--- src/rtl/cdsv_defs.svh ---
// Purpose: offsets, field positions, reset values and codes of the
//          codec processing and playback volume registers
// Assumes: included by bare name from every design file but the package
// Notes:   definitions only
`ifndef CDSV_DEFS_SVH
`define CDSV_DEFS_SVH

// register offsets on the control port
`define CDSV_OFF_RECSEL   8'h3D
`define CDSV_OFF_MODE     8'h3E
`define CDSV_OFF_PATH     8'h3F
`define CDSV_OFF_MUTE     8'h40
`define CDSV_OFF_GAIN     8'h41

// reset values
`define CDSV_RST_RECSEL   8'h04
`define CDSV_RST_MODE     8'h00
`define CDSV_RST_PATH     8'h14
`define CDSV_RST_MUTE     8'h0C
`define CDSV_RST_GAIN     8'h00
`define CDSV_RD_UNMAPPED  8'h00

// record block select field
`define CDSV_RECSEL_HI    4
`define CDSV_RECSEL_LO    0
`define CDSV_RECSEL_ENG   5'h00

// mode register bits
`define CDSV_MODE_REC_A   6
`define CDSV_MODE_REC_B   5
`define CDSV_MODE_REC_RUN 4
`define CDSV_MODE_PB_A    2
`define CDSV_MODE_PB_B    1
`define CDSV_MODE_PB_RUN  0

// playback path setup fields
`define CDSV_PATH_PWR     7
`define CDSV_PATH_SRC_HI  5
`define CDSV_PATH_SRC_LO  4
`define CDSV_PATH_STEP_HI 1
`define CDSV_PATH_STEP_LO 0

// mute bit
`define CDSV_MUTE_BIT     3

// gain step and zero sample
`define CDSV_GAIN_STEP    8'h01
`define CDSV_SAMPLE_ZERO  16'h0000

`endif

--- src/rtl/cdsv_pkg.sv ---
// Purpose: types shared by the codec register bank files
// Assumes: nothing
// Notes:   encodings match the register fields
`default_nettype none
package cdsv_pkg;

  // playback source selection
  typedef enum logic [1:0] {
    CDSV_SRC_OFF   = 2'b00,
    CDSV_SRC_LEFT  = 2'b01,
    CDSV_SRC_RIGHT = 2'b10,
    CDSV_SRC_AVG   = 2'b11
  } cdsv_src_t;

  // volume soft-step modes
  typedef enum logic [1:0] {
    CDSV_STEP_EACH = 2'b00,
    CDSV_STEP_TWO  = 2'b01,
    CDSV_STEP_NONE = 2'b10,
    CDSV_STEP_RSVD = 2'b11
  } cdsv_step_t;

endpackage : cdsv_pkg
`default_nettype wire

--- src/rtl/cdsv_gain_stepper.sv ---
// Purpose: moves the applied playback gain toward the written target
// Assumes: sample_tick is a one-cycle pulse per playback sample period
// Notes:   gain codes are two's complement half-decibel counts
`include "cdsv_defs.svh"
`default_nettype none
module cdsv_gain_stepper (
  // clock and reset
  input  wire logic       clk,
  input  wire logic       rst_b,
  // control
  input  wire logic [7:0] target,
  input  wire logic [1:0] step_mode,
  input  wire logic       sample_tick,
  // result
  output logic      [7:0] gain_q,
  output logic            stepping
);

  logic       half_q;    // alternate-sample phase
  logic       half_d;
  logic [7:0] gain_d;
  wire        immediate; // changes applied at once
  wire        step_en;   // stepping interval reached
  wire        go_up;     // target above applied gain

  // reserved code 11 is treated as immediate
  assign immediate = (step_mode == cdsv_pkg::CDSV_STEP_NONE) ||
                     (step_mode == cdsv_pkg::CDSV_STEP_RSVD);
  assign step_en = sample_tick &&
                   ((step_mode == cdsv_pkg::CDSV_STEP_EACH) ||
                    ((step_mode == cdsv_pkg::CDSV_STEP_TWO) && half_q));
  assign go_up    = $signed(target) > $signed(gain_q);
  assign stepping = (gain_q != target);

  // phase toggles each sample in two-sample mode
  assign half_d = (sample_tick && step_mode == cdsv_pkg::CDSV_STEP_TWO) ?
                  ~half_q : half_q;

  // next applied gain
  always_comb begin
    gain_d = gain_q;
    if (immediate) begin
      gain_d = target;
    end else if (step_en && stepping) begin
      gain_d = go_up ? gain_q + `CDSV_GAIN_STEP
                     : gain_q - `CDSV_GAIN_STEP;
    end
  end

  // state registers
  always_ff @(posedge clk) begin
    if (!rst_b) begin
      gain_q <= `CDSV_RST_GAIN;
      half_q <= 1'b0;
    end else begin
      gain_q <= gain_d;
      half_q <= half_d;
    end
  end

endmodule : cdsv_gain_stepper
`default_nettype wire

--- src/rtl/cdsv_regs.sv ---
// Purpose: processing-block select, engine mode bits and playback
//          converter power, source, soft-step, mute and gain registers
// Assumes: synchronous register port, one access per cycle at most;
//          frame and sample strobes are one-cycle pulses
// Notes:   read data registered, one cycle after rd_en
`include "cdsv_defs.svh"
`default_nettype none

// Behaviour
// - record select zero uses engine, resets to four
// - only zero and listed nonzero record codes are valid
// - record engine condition bits A, B
// - playback engine condition bits A, B
// - record counter clears per frame unless bit4
// - playback counter clears per frame unless bit0
// - bit7 powers playback converter, reset off
// - source: off, left, right, average; reset left
// - soft-step every sample, two, or immediate
// - mute bit3, reset muted
// - gain is signed half-decibel count, reset 0
module cdsv_regs (
  // clock and reset
  input  wire logic        clk,
  input  wire logic        rst_b,
  // register port
  input  wire logic        wr_en,
  input  wire logic        rd_en,
  input  wire logic [7:0]  addr,
  input  wire logic [7:0]  wdata,
  output logic      [7:0]  rdata,
  // datapath timing strobes
  input  wire logic        rec_frame_start,
  input  wire logic        pb_frame_start,
  input  wire logic        pb_sample_tick,
  // playback samples in
  input  wire logic [15:0] left_in,
  input  wire logic [15:0] right_in,
  // record processing control
  output logic             rec_use_engine,
  output logic      [4:0]  rec_block_sel,
  output logic             rec_sel_reserved,
  output logic             rec_cond_a,
  output logic             rec_cond_b,
  output logic             rec_ic_clear,
  // playback engine control
  output logic             pb_cond_a,
  output logic             pb_cond_b,
  output logic             pb_ic_clear,
  // playback converter
  output logic             dac_power_up,
  output logic      [1:0]  pb_source,
  output logic             pb_muted,
  output logic      [7:0]  pb_gain_target,
  output logic      [7:0]  pb_gain_applied,
  output logic             pb_gain_stepping,
  output logic      [15:0] pb_sample_out
);

  // stored registers
  logic [7:0]  recsel_q;     // record block select
  logic [7:0]  mode_q;       // engine mode bits
  logic [7:0]  path_q;       // playback path setup
  logic [7:0]  mute_q;       // playback mute control
  logic [7:0]  gain_q;       // playback gain target
  logic [7:0]  rdata_d;
  logic [7:0]  rdata_d_q;    // registered read data
  logic        rec_clr_q;    // record counter clear pulse
  logic        pb_clr_q;     // playback counter clear pulse
  logic [15:0] sample_q;     // mixed playback sample
  logic [15:0] sample_d;

  // address decode
  wire hit_recsel = (addr == `CDSV_OFF_RECSEL);
  wire hit_mode   = (addr == `CDSV_OFF_MODE);
  wire hit_path   = (addr == `CDSV_OFF_PATH);
  wire hit_mute   = (addr == `CDSV_OFF_MUTE);
  wire hit_gain   = (addr == `CDSV_OFF_GAIN);

  // validity of a record block code
  function automatic logic rec_code_ok(input logic [4:0] code);
    case (code)
      5'h00, 5'h04, 5'h05, 5'h06,
      5'h0A, 5'h0B, 5'h0C,
      5'h10, 5'h11, 5'h12: rec_code_ok = 1'b1;
      default:             rec_code_ok = 1'b0;
    endcase
  endfunction : rec_code_ok

  // field extraction
  wire [1:0]  src_w   = path_q[`CDSV_PATH_SRC_HI:`CDSV_PATH_SRC_LO];
  wire [1:0]  step_w  = path_q[`CDSV_PATH_STEP_HI:`CDSV_PATH_STEP_LO];
  wire        pwr_w   = path_q[`CDSV_PATH_PWR];
  wire        mute_w  = mute_q[`CDSV_MUTE_BIT];

  assign rec_block_sel  = recsel_q[`CDSV_RECSEL_HI:`CDSV_RECSEL_LO];
  assign rec_use_engine = (rec_block_sel == `CDSV_RECSEL_ENG);
  assign rec_sel_reserved = ~rec_code_ok(rec_block_sel);

  assign rec_cond_a = mode_q[`CDSV_MODE_REC_A];
  assign rec_cond_b = mode_q[`CDSV_MODE_REC_B];
  assign pb_cond_a  = mode_q[`CDSV_MODE_PB_A];
  assign pb_cond_b  = mode_q[`CDSV_MODE_PB_B];

  assign dac_power_up   = pwr_w;
  assign pb_source      = src_w;
  assign pb_muted       = mute_w;
  assign pb_gain_target = gain_q;
  assign rec_ic_clear   = rec_clr_q;
  assign pb_ic_clear    = pb_clr_q;
  assign pb_sample_out  = sample_q;
  assign rdata          = rdata_d_q;

  // sign-extended sum for averaging
  wire [16:0] sum_w = {left_in[15], left_in} + {right_in[15], right_in};

  // source selection, muted or powered down gives silence
  always_comb begin
    sample_d = sample_q;
    if (pb_sample_tick) begin
      if (!pwr_w || mute_w) begin
        sample_d = `CDSV_SAMPLE_ZERO;
      end else begin
        case (src_w)
          cdsv_pkg::CDSV_SRC_OFF:   sample_d = `CDSV_SAMPLE_ZERO;
          cdsv_pkg::CDSV_SRC_LEFT:  sample_d = left_in;
          cdsv_pkg::CDSV_SRC_RIGHT: sample_d = right_in;
          cdsv_pkg::CDSV_SRC_AVG:   sample_d = sum_w[16:1];
          default:                  sample_d = `CDSV_SAMPLE_ZERO;
        endcase
      end
    end
  end

  // read mux, unmapped addresses read zero
  always_comb begin
    rdata_d = `CDSV_RD_UNMAPPED;
    if (hit_recsel) begin
      rdata_d = recsel_q;
    end else if (hit_mode) begin
      rdata_d = mode_q;
    end else if (hit_path) begin
      rdata_d = path_q;
    end else if (hit_mute) begin
      rdata_d = mute_q;
    end else if (hit_gain) begin
      rdata_d = gain_q;
    end
  end

  // registered read data, held until the next read
  always_ff @(posedge clk) begin
    if (!rst_b) begin
      rdata_d_q <= `CDSV_RD_UNMAPPED;
    end else if (rd_en) begin
      rdata_d_q <= rdata_d;
    end
  end

  // register writes, reserved bits stored as written
  always_ff @(posedge clk) begin
    if (!rst_b) begin
      recsel_q <= `CDSV_RST_RECSEL;
      mode_q   <= `CDSV_RST_MODE;
      // power-down and left source at reset
      path_q   <= `CDSV_RST_PATH;
      mute_q   <= `CDSV_RST_MUTE;
      gain_q   <= `CDSV_RST_GAIN;
    end else if (wr_en) begin
      if (hit_recsel) recsel_q <= wdata;
      if (hit_mode)   mode_q   <= wdata;
      if (hit_path)   path_q   <= wdata;
      if (hit_mute)   mute_q   <= wdata;
      if (hit_gain)   gain_q   <= wdata;
    end
  end

  // instruction counter clear pulses
  always_ff @(posedge clk) begin
    if (!rst_b) begin
      rec_clr_q <= 1'b0;
      pb_clr_q  <= 1'b0;
    end else begin
      rec_clr_q <= rec_frame_start & ~mode_q[`CDSV_MODE_REC_RUN];
      pb_clr_q  <= pb_frame_start & ~mode_q[`CDSV_MODE_PB_RUN];
    end
  end

  // mixed sample register
  always_ff @(posedge clk) begin
    if (!rst_b) begin
      sample_q <= `CDSV_SAMPLE_ZERO;
    end else begin
      sample_q <= sample_d;
    end
  end

  cdsv_gain_stepper u_stepper (
    .clk         (clk),
    .rst_b       (rst_b),
    .target      (gain_q),
    .step_mode   (step_w),
    .sample_tick (pb_sample_tick),
    .gain_q      (pb_gain_applied),
    .stepping    (pb_gain_stepping)
  );

endmodule : cdsv_regs
`default_nettype wire

--- config.mk ---
export PLATFORM = sky130hd
export DESIGN_NAME = cdsv_regs
export DESIGN_NICKNAME = d
export VERILOG_FILES = /design/src/rtl/cdsv_pkg.sv /design/src/rtl/cdsv_gain_stepper.sv /design/src/rtl/cdsv_regs.sv
export VERILOG_INCLUDE_DIRS = /design/src /design/src/rtl
export SDC_FILE = /design/constraint.sdc
export NUM_CORES = 1
export LEC_CHECK = 0
export BUFFER_PORTS_ARGS = -buffer_cell sky130_fd_sc_hd__buf_4
export CELL_PAD_IN_SITES_DETAIL_PLACEMENT = 2
export CELL_PAD_IN_SITES_GLOBAL_PLACEMENT = 2
export CORE_MARGIN = 3
export CORE_UTILIZATION = 34
export DETAILED_ROUTE_END_ITERATION = 16
export PLACE_DENSITY_LB_ADDON = 0.2
export SLEW_MARGIN = 20
export SYNTH_ARGS = -nofsm -noshare
export SYNTH_HDL_FRONTEND = slang
export SYNTH_HIERARCHICAL = 1
export SYNTH_SLANG_ARGS = --single-unit
--- constraint.sdc ---
create_clock -name clk -period 6.4 [get_ports clk]
set_input_delay 0 -clock clk [delete_from_list [all_inputs] [get_ports clk]]
set_output_delay 0 -clock clk [all_outputs]
set_load 0.1 [all_outputs]
After elaboration in Yosys (flattened, before gate mapping)
Memory sizes are Yosys's and may differ from the RTL's. A register that Yosys moved wholly into a read port is not among the register bits.
Index checks and enable logic that the tools add are counted.
{"block": "totals", "rom_bits": 32, "ram_bits": 0, "word_cells": 63, "latch_bits": 0, "memories": 1, "ff_bits": 75}
{"block": "classes", "n_lt_le_gt_ge": 1, "reduce_logical": 17, "mul": 0, "n_bitwise": 6, "n_eq_ne": 12, "div_mod_pow": 0, "add_sub_neg": 3, "mux": 12, "shift": 0}
{"memory": "(no name shown)", "words": 32, "width": 1, "rd": 1, "rd_clocked_by_memory_dff": 1, "wr": 0, "line_no": "cdsv_regs.sv:81", "source": "case (code)"}
{"cell": "$mux W8", "count": 8}
{"cell": "$pmux W16 S4", "count": 1}
{"cell": "$eq A8 B6 Y1 const B", "count": 3}
{"cell": "$add A16 B16 Y17", "count": 1}
{"cell": "$eq A8 B7 Y1 const B", "count": 2}
{"cell": "$mux W16", "count": 1}
{"cell": "$mux W5", "count": 2}
{"cell": "$reduce_and A2 Y1", "count": 5}
{"cell": "$add A8 B1 Y8 const B", "count": 1}
{"cell": "$eq A2 B2 Y1 const B", "count": 4}
{"cell": "$gt A8 B8 Y1", "count": 1}
{"cell": "$ne A8 B8 Y1", "count": 1}
{"cell": "$sub A8 B1 Y8 const B", "count": 1}
{"cell": "$logic_not A5 Y1", "count": 1}
{"cell": "$eq A2 B1 Y1 const B", "count": 2}
{"cell": "$logic_and A1 B1 Y1", "count": 4}
{"cell": "$logic_not A2 Y1", "count": 2}
{"cell": "$not A1 Y1", "count": 4}
{"cell": "$logic_or A1 B1 Y1", "count": 3}
{"cell": "$and A1 B1 Y1", "count": 2}
{"cell": "$reduce_bool A2 Y1", "count": 1}
{"cell": "$logic_not A1 Y1", "count": 1}

Longest topological paths before layout
{"block": "depth", "word_depth": 7, "mapped_depth": 13}

By module
Netlist, hierarchy kept.
{"module": "cdsv_regs", "cells_per_inst": 479, "instances": 1, "seq_area_each_um2": 1341.3, "area_per_inst_um2": 4046.4}
{"module": "cdsv_gain_stepper", "cells_per_inst": 116, "instances": 1, "seq_area_each_um2": 180.2, "area_per_inst_um2": 913.4}

Worst setup path before layout
Ideal clock, no wire load.
{"block": "synth_timing", "path_type": "register -> register", "startpoint": "reg u_stepper.gain_q[7]", "endpoint": "reg u_stepper.gain_q[7]", "required_time_ns": 6.314, "setup_slack_ns": 2.837, "period_less_slack_ns": 3.563, "path_stages_with_launch": 13, "path_buffers": 0, "arrival_ns": 3.478, "cell_sequence": "dfxtp_1 -> inv_1 -> ha_1 -> inv_1 -> or3_1 -> a221o_1 -> nand2_1 -> ha_1 -> nor4_1 -> nor3_2 -> and3_1 -> o2111a_1 -> a211oi_1"}
{"block": "synth_via", "elab_chain_cells": 4, "elab_cells_between_ends": 9, "classes_between": "add/sub: 2; order compare: 1; eq/ne: 1; mux: 3; reduce/logical: 2"}
{"item": "start: declaration", "line_no": "cdsv_gain_stepper.sv:15", "source": "output logic [7:0] gain_q,"}
{"item": "start signal: assignment", "line_no": "cdsv_gain_stepper.sv:53", "source": "gain_q <= `CDSV_RST_GAIN;"}
{"item": "start signal: assignment", "line_no": "cdsv_gain_stepper.sv:56", "source": "gain_q <= gain_d;"}
{"item": "$sub A8 B1 Y8 (no source line), or another cell as far along"}
{"item": "$mux W8 (no source line)"}
{"item": "$mux W8", "line_no": "cdsv_gain_stepper.sv:44", "source": "end else if (step_en && stepping) begin"}
{"item": "$mux W8", "line_no": "cdsv_gain_stepper.sv:42", "source": "if (immediate) begin"}
Parallel ways exist; a longest one is shown, timed or not. The select of a mux whose other input is x is not followed.
A chain may end at the register's enable or synchronous reset.

Final worst setup path
Same ends and word-level chain as after synthesis.

==> results.py <==
metrics = {
    "hold_path": {
        "hp-class": "primary input to flop",
    },
    "cts": {
        "htree_levels": 3,
        "clockBufferDepth": 2,
        "numCtsBuffers": 9,
        "cts_tree": "done",
        "cts_sinks": 76,
        "clock_latency_ps": 340,
        "path_clk_slew_ps": 60,
        "cts_root_buf": "clkbuf_16",
        "cts_setup_buffers": 0,
    },
    "global_route": {
        "grt_util_met1_pct": 28.2,
        "gr-total-overflow": 0,
        "grt_max_degree": 86,
        "use_met2_pct": 43.5,
        "gr-usage-met3_pct": 3.66,
        "grt_pass1_vias": 5521,
        "grt_pass1_wl_um": 30400,
        "antenna_found_initial": 0,
        "busiest_layer": "met2",
        "grt_usage_pct": 23.6,
    },
    "floorplan": {
        "core_um2": 14100,
        "initial_core_util_pct": 35.2,
        "io_pins": 113,
        "die_h_um": 127,
        "rows": 43,
        "die_w_um": 127,
        "die-area_um2": 16100,
    },
    "layout": {
        "drive_gt1_share_pct": 18.8,
        "stdcell_area_um2": 6260,
        "synthToLayoutAreaGrowth_pct": 26.3,
        "diodes": 0,
        "seq_area_um2": 1520,
        "final_cell_mix": "buf_4, dfxtp_1, nand2_1",
        "multi_input_area_um2": 3190,
        "nets": 785,
        "mostFrequentLayoutCell": "buf_4",
        "fillers": 1614,
    },
    "placement": {
        "gp_congestion": 0.854,
        "io_buffers": 112,
        "place_area_um2": 5870,
        "dp_hpwl_um": 13600,
    },
    "worst_setup_path": {
        "critPathTopFamily": "simple AND/OR/NAND/NOR gates",
        "required_ps": 6660,
        "slowest_stage": "dfxtp_1",
        "endpoint_kind": "flop",
        "cp_num_buf_inv": 2,
        "startpoint_type": "flop",
        "worstPathArrival_ps": 3490,
        "cp_slowest_stage_delay_ps": 380,
        "path_max_fanout": 8,
        "crit_chain": "inv_1 -> ha_1 -> inv_1 -> or3_1 -> a221o_1 -> nand2_1 -> ha_1 -> nor4_1 -> nor3_2 -> and3_1 -> o2111a_1 -> a211oi_1",
        "critical_path_class": "flop to flop",
    },
    "power_and_ir_drop": {
        "clockPowerShare_pct": 26.3,
        "p_per_area_nw_per_um2": 289,
        "switching_power_uw": 748,
        "power_leakage_nw": 2.74,
        "seqPwrFrac_pct": 28.7,
        "intPower_mw": 1.06,
        "share_comb_of_total_power_pct": 45.0,
        "switching_share_pct": 41.3,
        "irDropWorstVdd_v": 0.000144,
    },
    "drt": {
        "routed_wl_um": 18900,
        "vias": 4941,
        "via_per_inst": 5.60,
        "firstDrtPassIters": 6,
        "wl_per_cell_um": 21.4,
        "first_iter_violations": 182,
        "drc": 0,
        "detail-route-antenna-nets": 0,
    },
    "synthesis": {
        "ys_ff_latch": 76,
        "yosysWarnings": 6,
        "async_flop_share_pct": 0,
        "synth.avg_cell_area_um2": 8.34,
        "syn_area_um2": 4960,
        "synth_edf_count": 0,
        "synthCells": 595,
        "synth-seq-area-share_pct": 30.7,
        "synth_nets": 682,
        "synth_ff_type": "dfxtp_1",
        "ys_types": 63,
    },
    "status": {
        "run_status": "finished clean",
    },
    "sta": {
        "fmax_mhz": 309,
        "hold_violations": 0,
        "rsz0062_at_grt": "false",
        "setup_tns_ps": 0,
        "skew_ps": 6.01,
        "worstMarginPinSlew_ps": 1040,
        "finalCriticalPeriod_ps": 3230,
        "post-route-period-util_pct": 50.5,
        "slew_violations": 0,
        "setup_violations": 0,
        "slew_headroom_pct": 30.8,
    },
    "flow_run": {
        "cap_viol_max_count": 0,
    },
}
final timing paths:
kind,start,end,slack [ps],depth (start not counted)
setup / recovery,u_stepper/gain_q[7],u_stepper/gain_q[7],3170,12
hold / removal,wdata[1],mode_q[1],1,3
setup reg to reg,u_stepper/gain_q[7],u_stepper/gain_q[7],3170,12
hold reg to reg,mode_q[0],pb_ic_clear,460,1
cell usage after synthesis, types with 5 or more instances:
master,number,area (um^2)
buf_1,5,18.8
o21ai_0,48,240
nand2_1,69,259
nor2b_1,41,257
o221ai_1,6,52.6
and2_1,7,43.8
a221oi_1,5,43.8
nand4_1,5,31.3
buf_4,7,52.6
nor3_1,8,40.0
dfxtp_1,76,1520
a22oi_1,7,52.6
nor2_1,28,105
o211ai_1,6,45.0
clkbuf_1,20,75.1
a31oi_1,7,43.8
inv_1,23,86.3
ha_1,30,375
nand3_1,6,30.0
o2bb2ai_1,5,43.8
mux2i_1,58,581
a21oi_1,40,200
xnor2_1,15,131
sequential cells by signal, summed over array words and instances (netlist names), named ones only:
register	count
mode_q	8
mute_q	8
path_q	8
pb_gain_target	8
pb_ic_clear	1
pb_sample_out	16
rdata	8
rec_ic_clear	1
recsel_q	8
u_stepper/gain_q	8
u_stepper/half_q	1
power by group through the flow:
stage	Combinational, mW	Clock [mW]	Sequential (mW)
floorplan	0.472	0	0.662
global placement	0.769	0	0.529
detailed placement	0.804	0	0.531
CTS	0.818	0.486	0.520
global route	0.906	0.505	0.525
finish	0.815	0.475	0.520
final cells by class:
class | instances | share of cell area, %
Multi-Input combinational cell | 461 | 50.8
Inverter | 24 | 1.44
Clock inverter | 2 | 0.160
Sequential cell | 76 | 24.3
Timing Repair Buffer | 126 | 15.6
Tap cell | 180 | 3.59
Clock buffer | 14 | 4.05
stage by stage:
stage          total power [mW]  util [%]  hold WS, ps  instances  setup slack (ps)
6_report                   1.81      44.4         1.38        883              3170
5_1_grt                    1.94      44.4         20.0        883              2850
4_1_cts                    1.83      44.4         1.21        883              3160
3_5_place_dp               1.33      41.6          231        854              3190
3_3_place_gp               1.30      41.6          227        854              3400
2_1_floorplan              1.13         -          123        595              2840
cells by family (layout without fill, tap and decap cells):
group,Yosys count,after routing,synth area share [%]
flip-flops,76,76,30.7
AO/OA/AOI/OAI,162,162,21.0
multiplexers,58,58,11.7
buffers and inverters,58,166,5.10
adder cells (fa/ha/maj),32,32,8.38
XOR/XNOR,18,18,3.18
AND/OR/NAND/NOR,191,191,20.0
per-layer routing:
layer / wire length (um) / vias up
li1: - / 2352
met1: 8000 / 2471
met2: 10000 / 102
met3: 645 / 16
met4: 204 / 0
met5: 0 / -
what timing repair did:
item	4_1_cts	5_1_grt
resized for setup	0	0
hold endpoints to repair	30	0
endpoints found under the setup margin	0	0
hold buffers	13	0
worst register-to-register path, stage by stage (launching register included):
cell	delay [ps]
dfxtp_1	380
inv_1	80
ha_1	300
inv_1	50
or3_1	330
a221o_1	300
nand2_1	270
ha_1	350
nor4_1	380
nor3_2	80
and3_1	210
o2111a_1	250
a211oi_1	160
No activity file was read; power rests on OpenSTA's default activity.
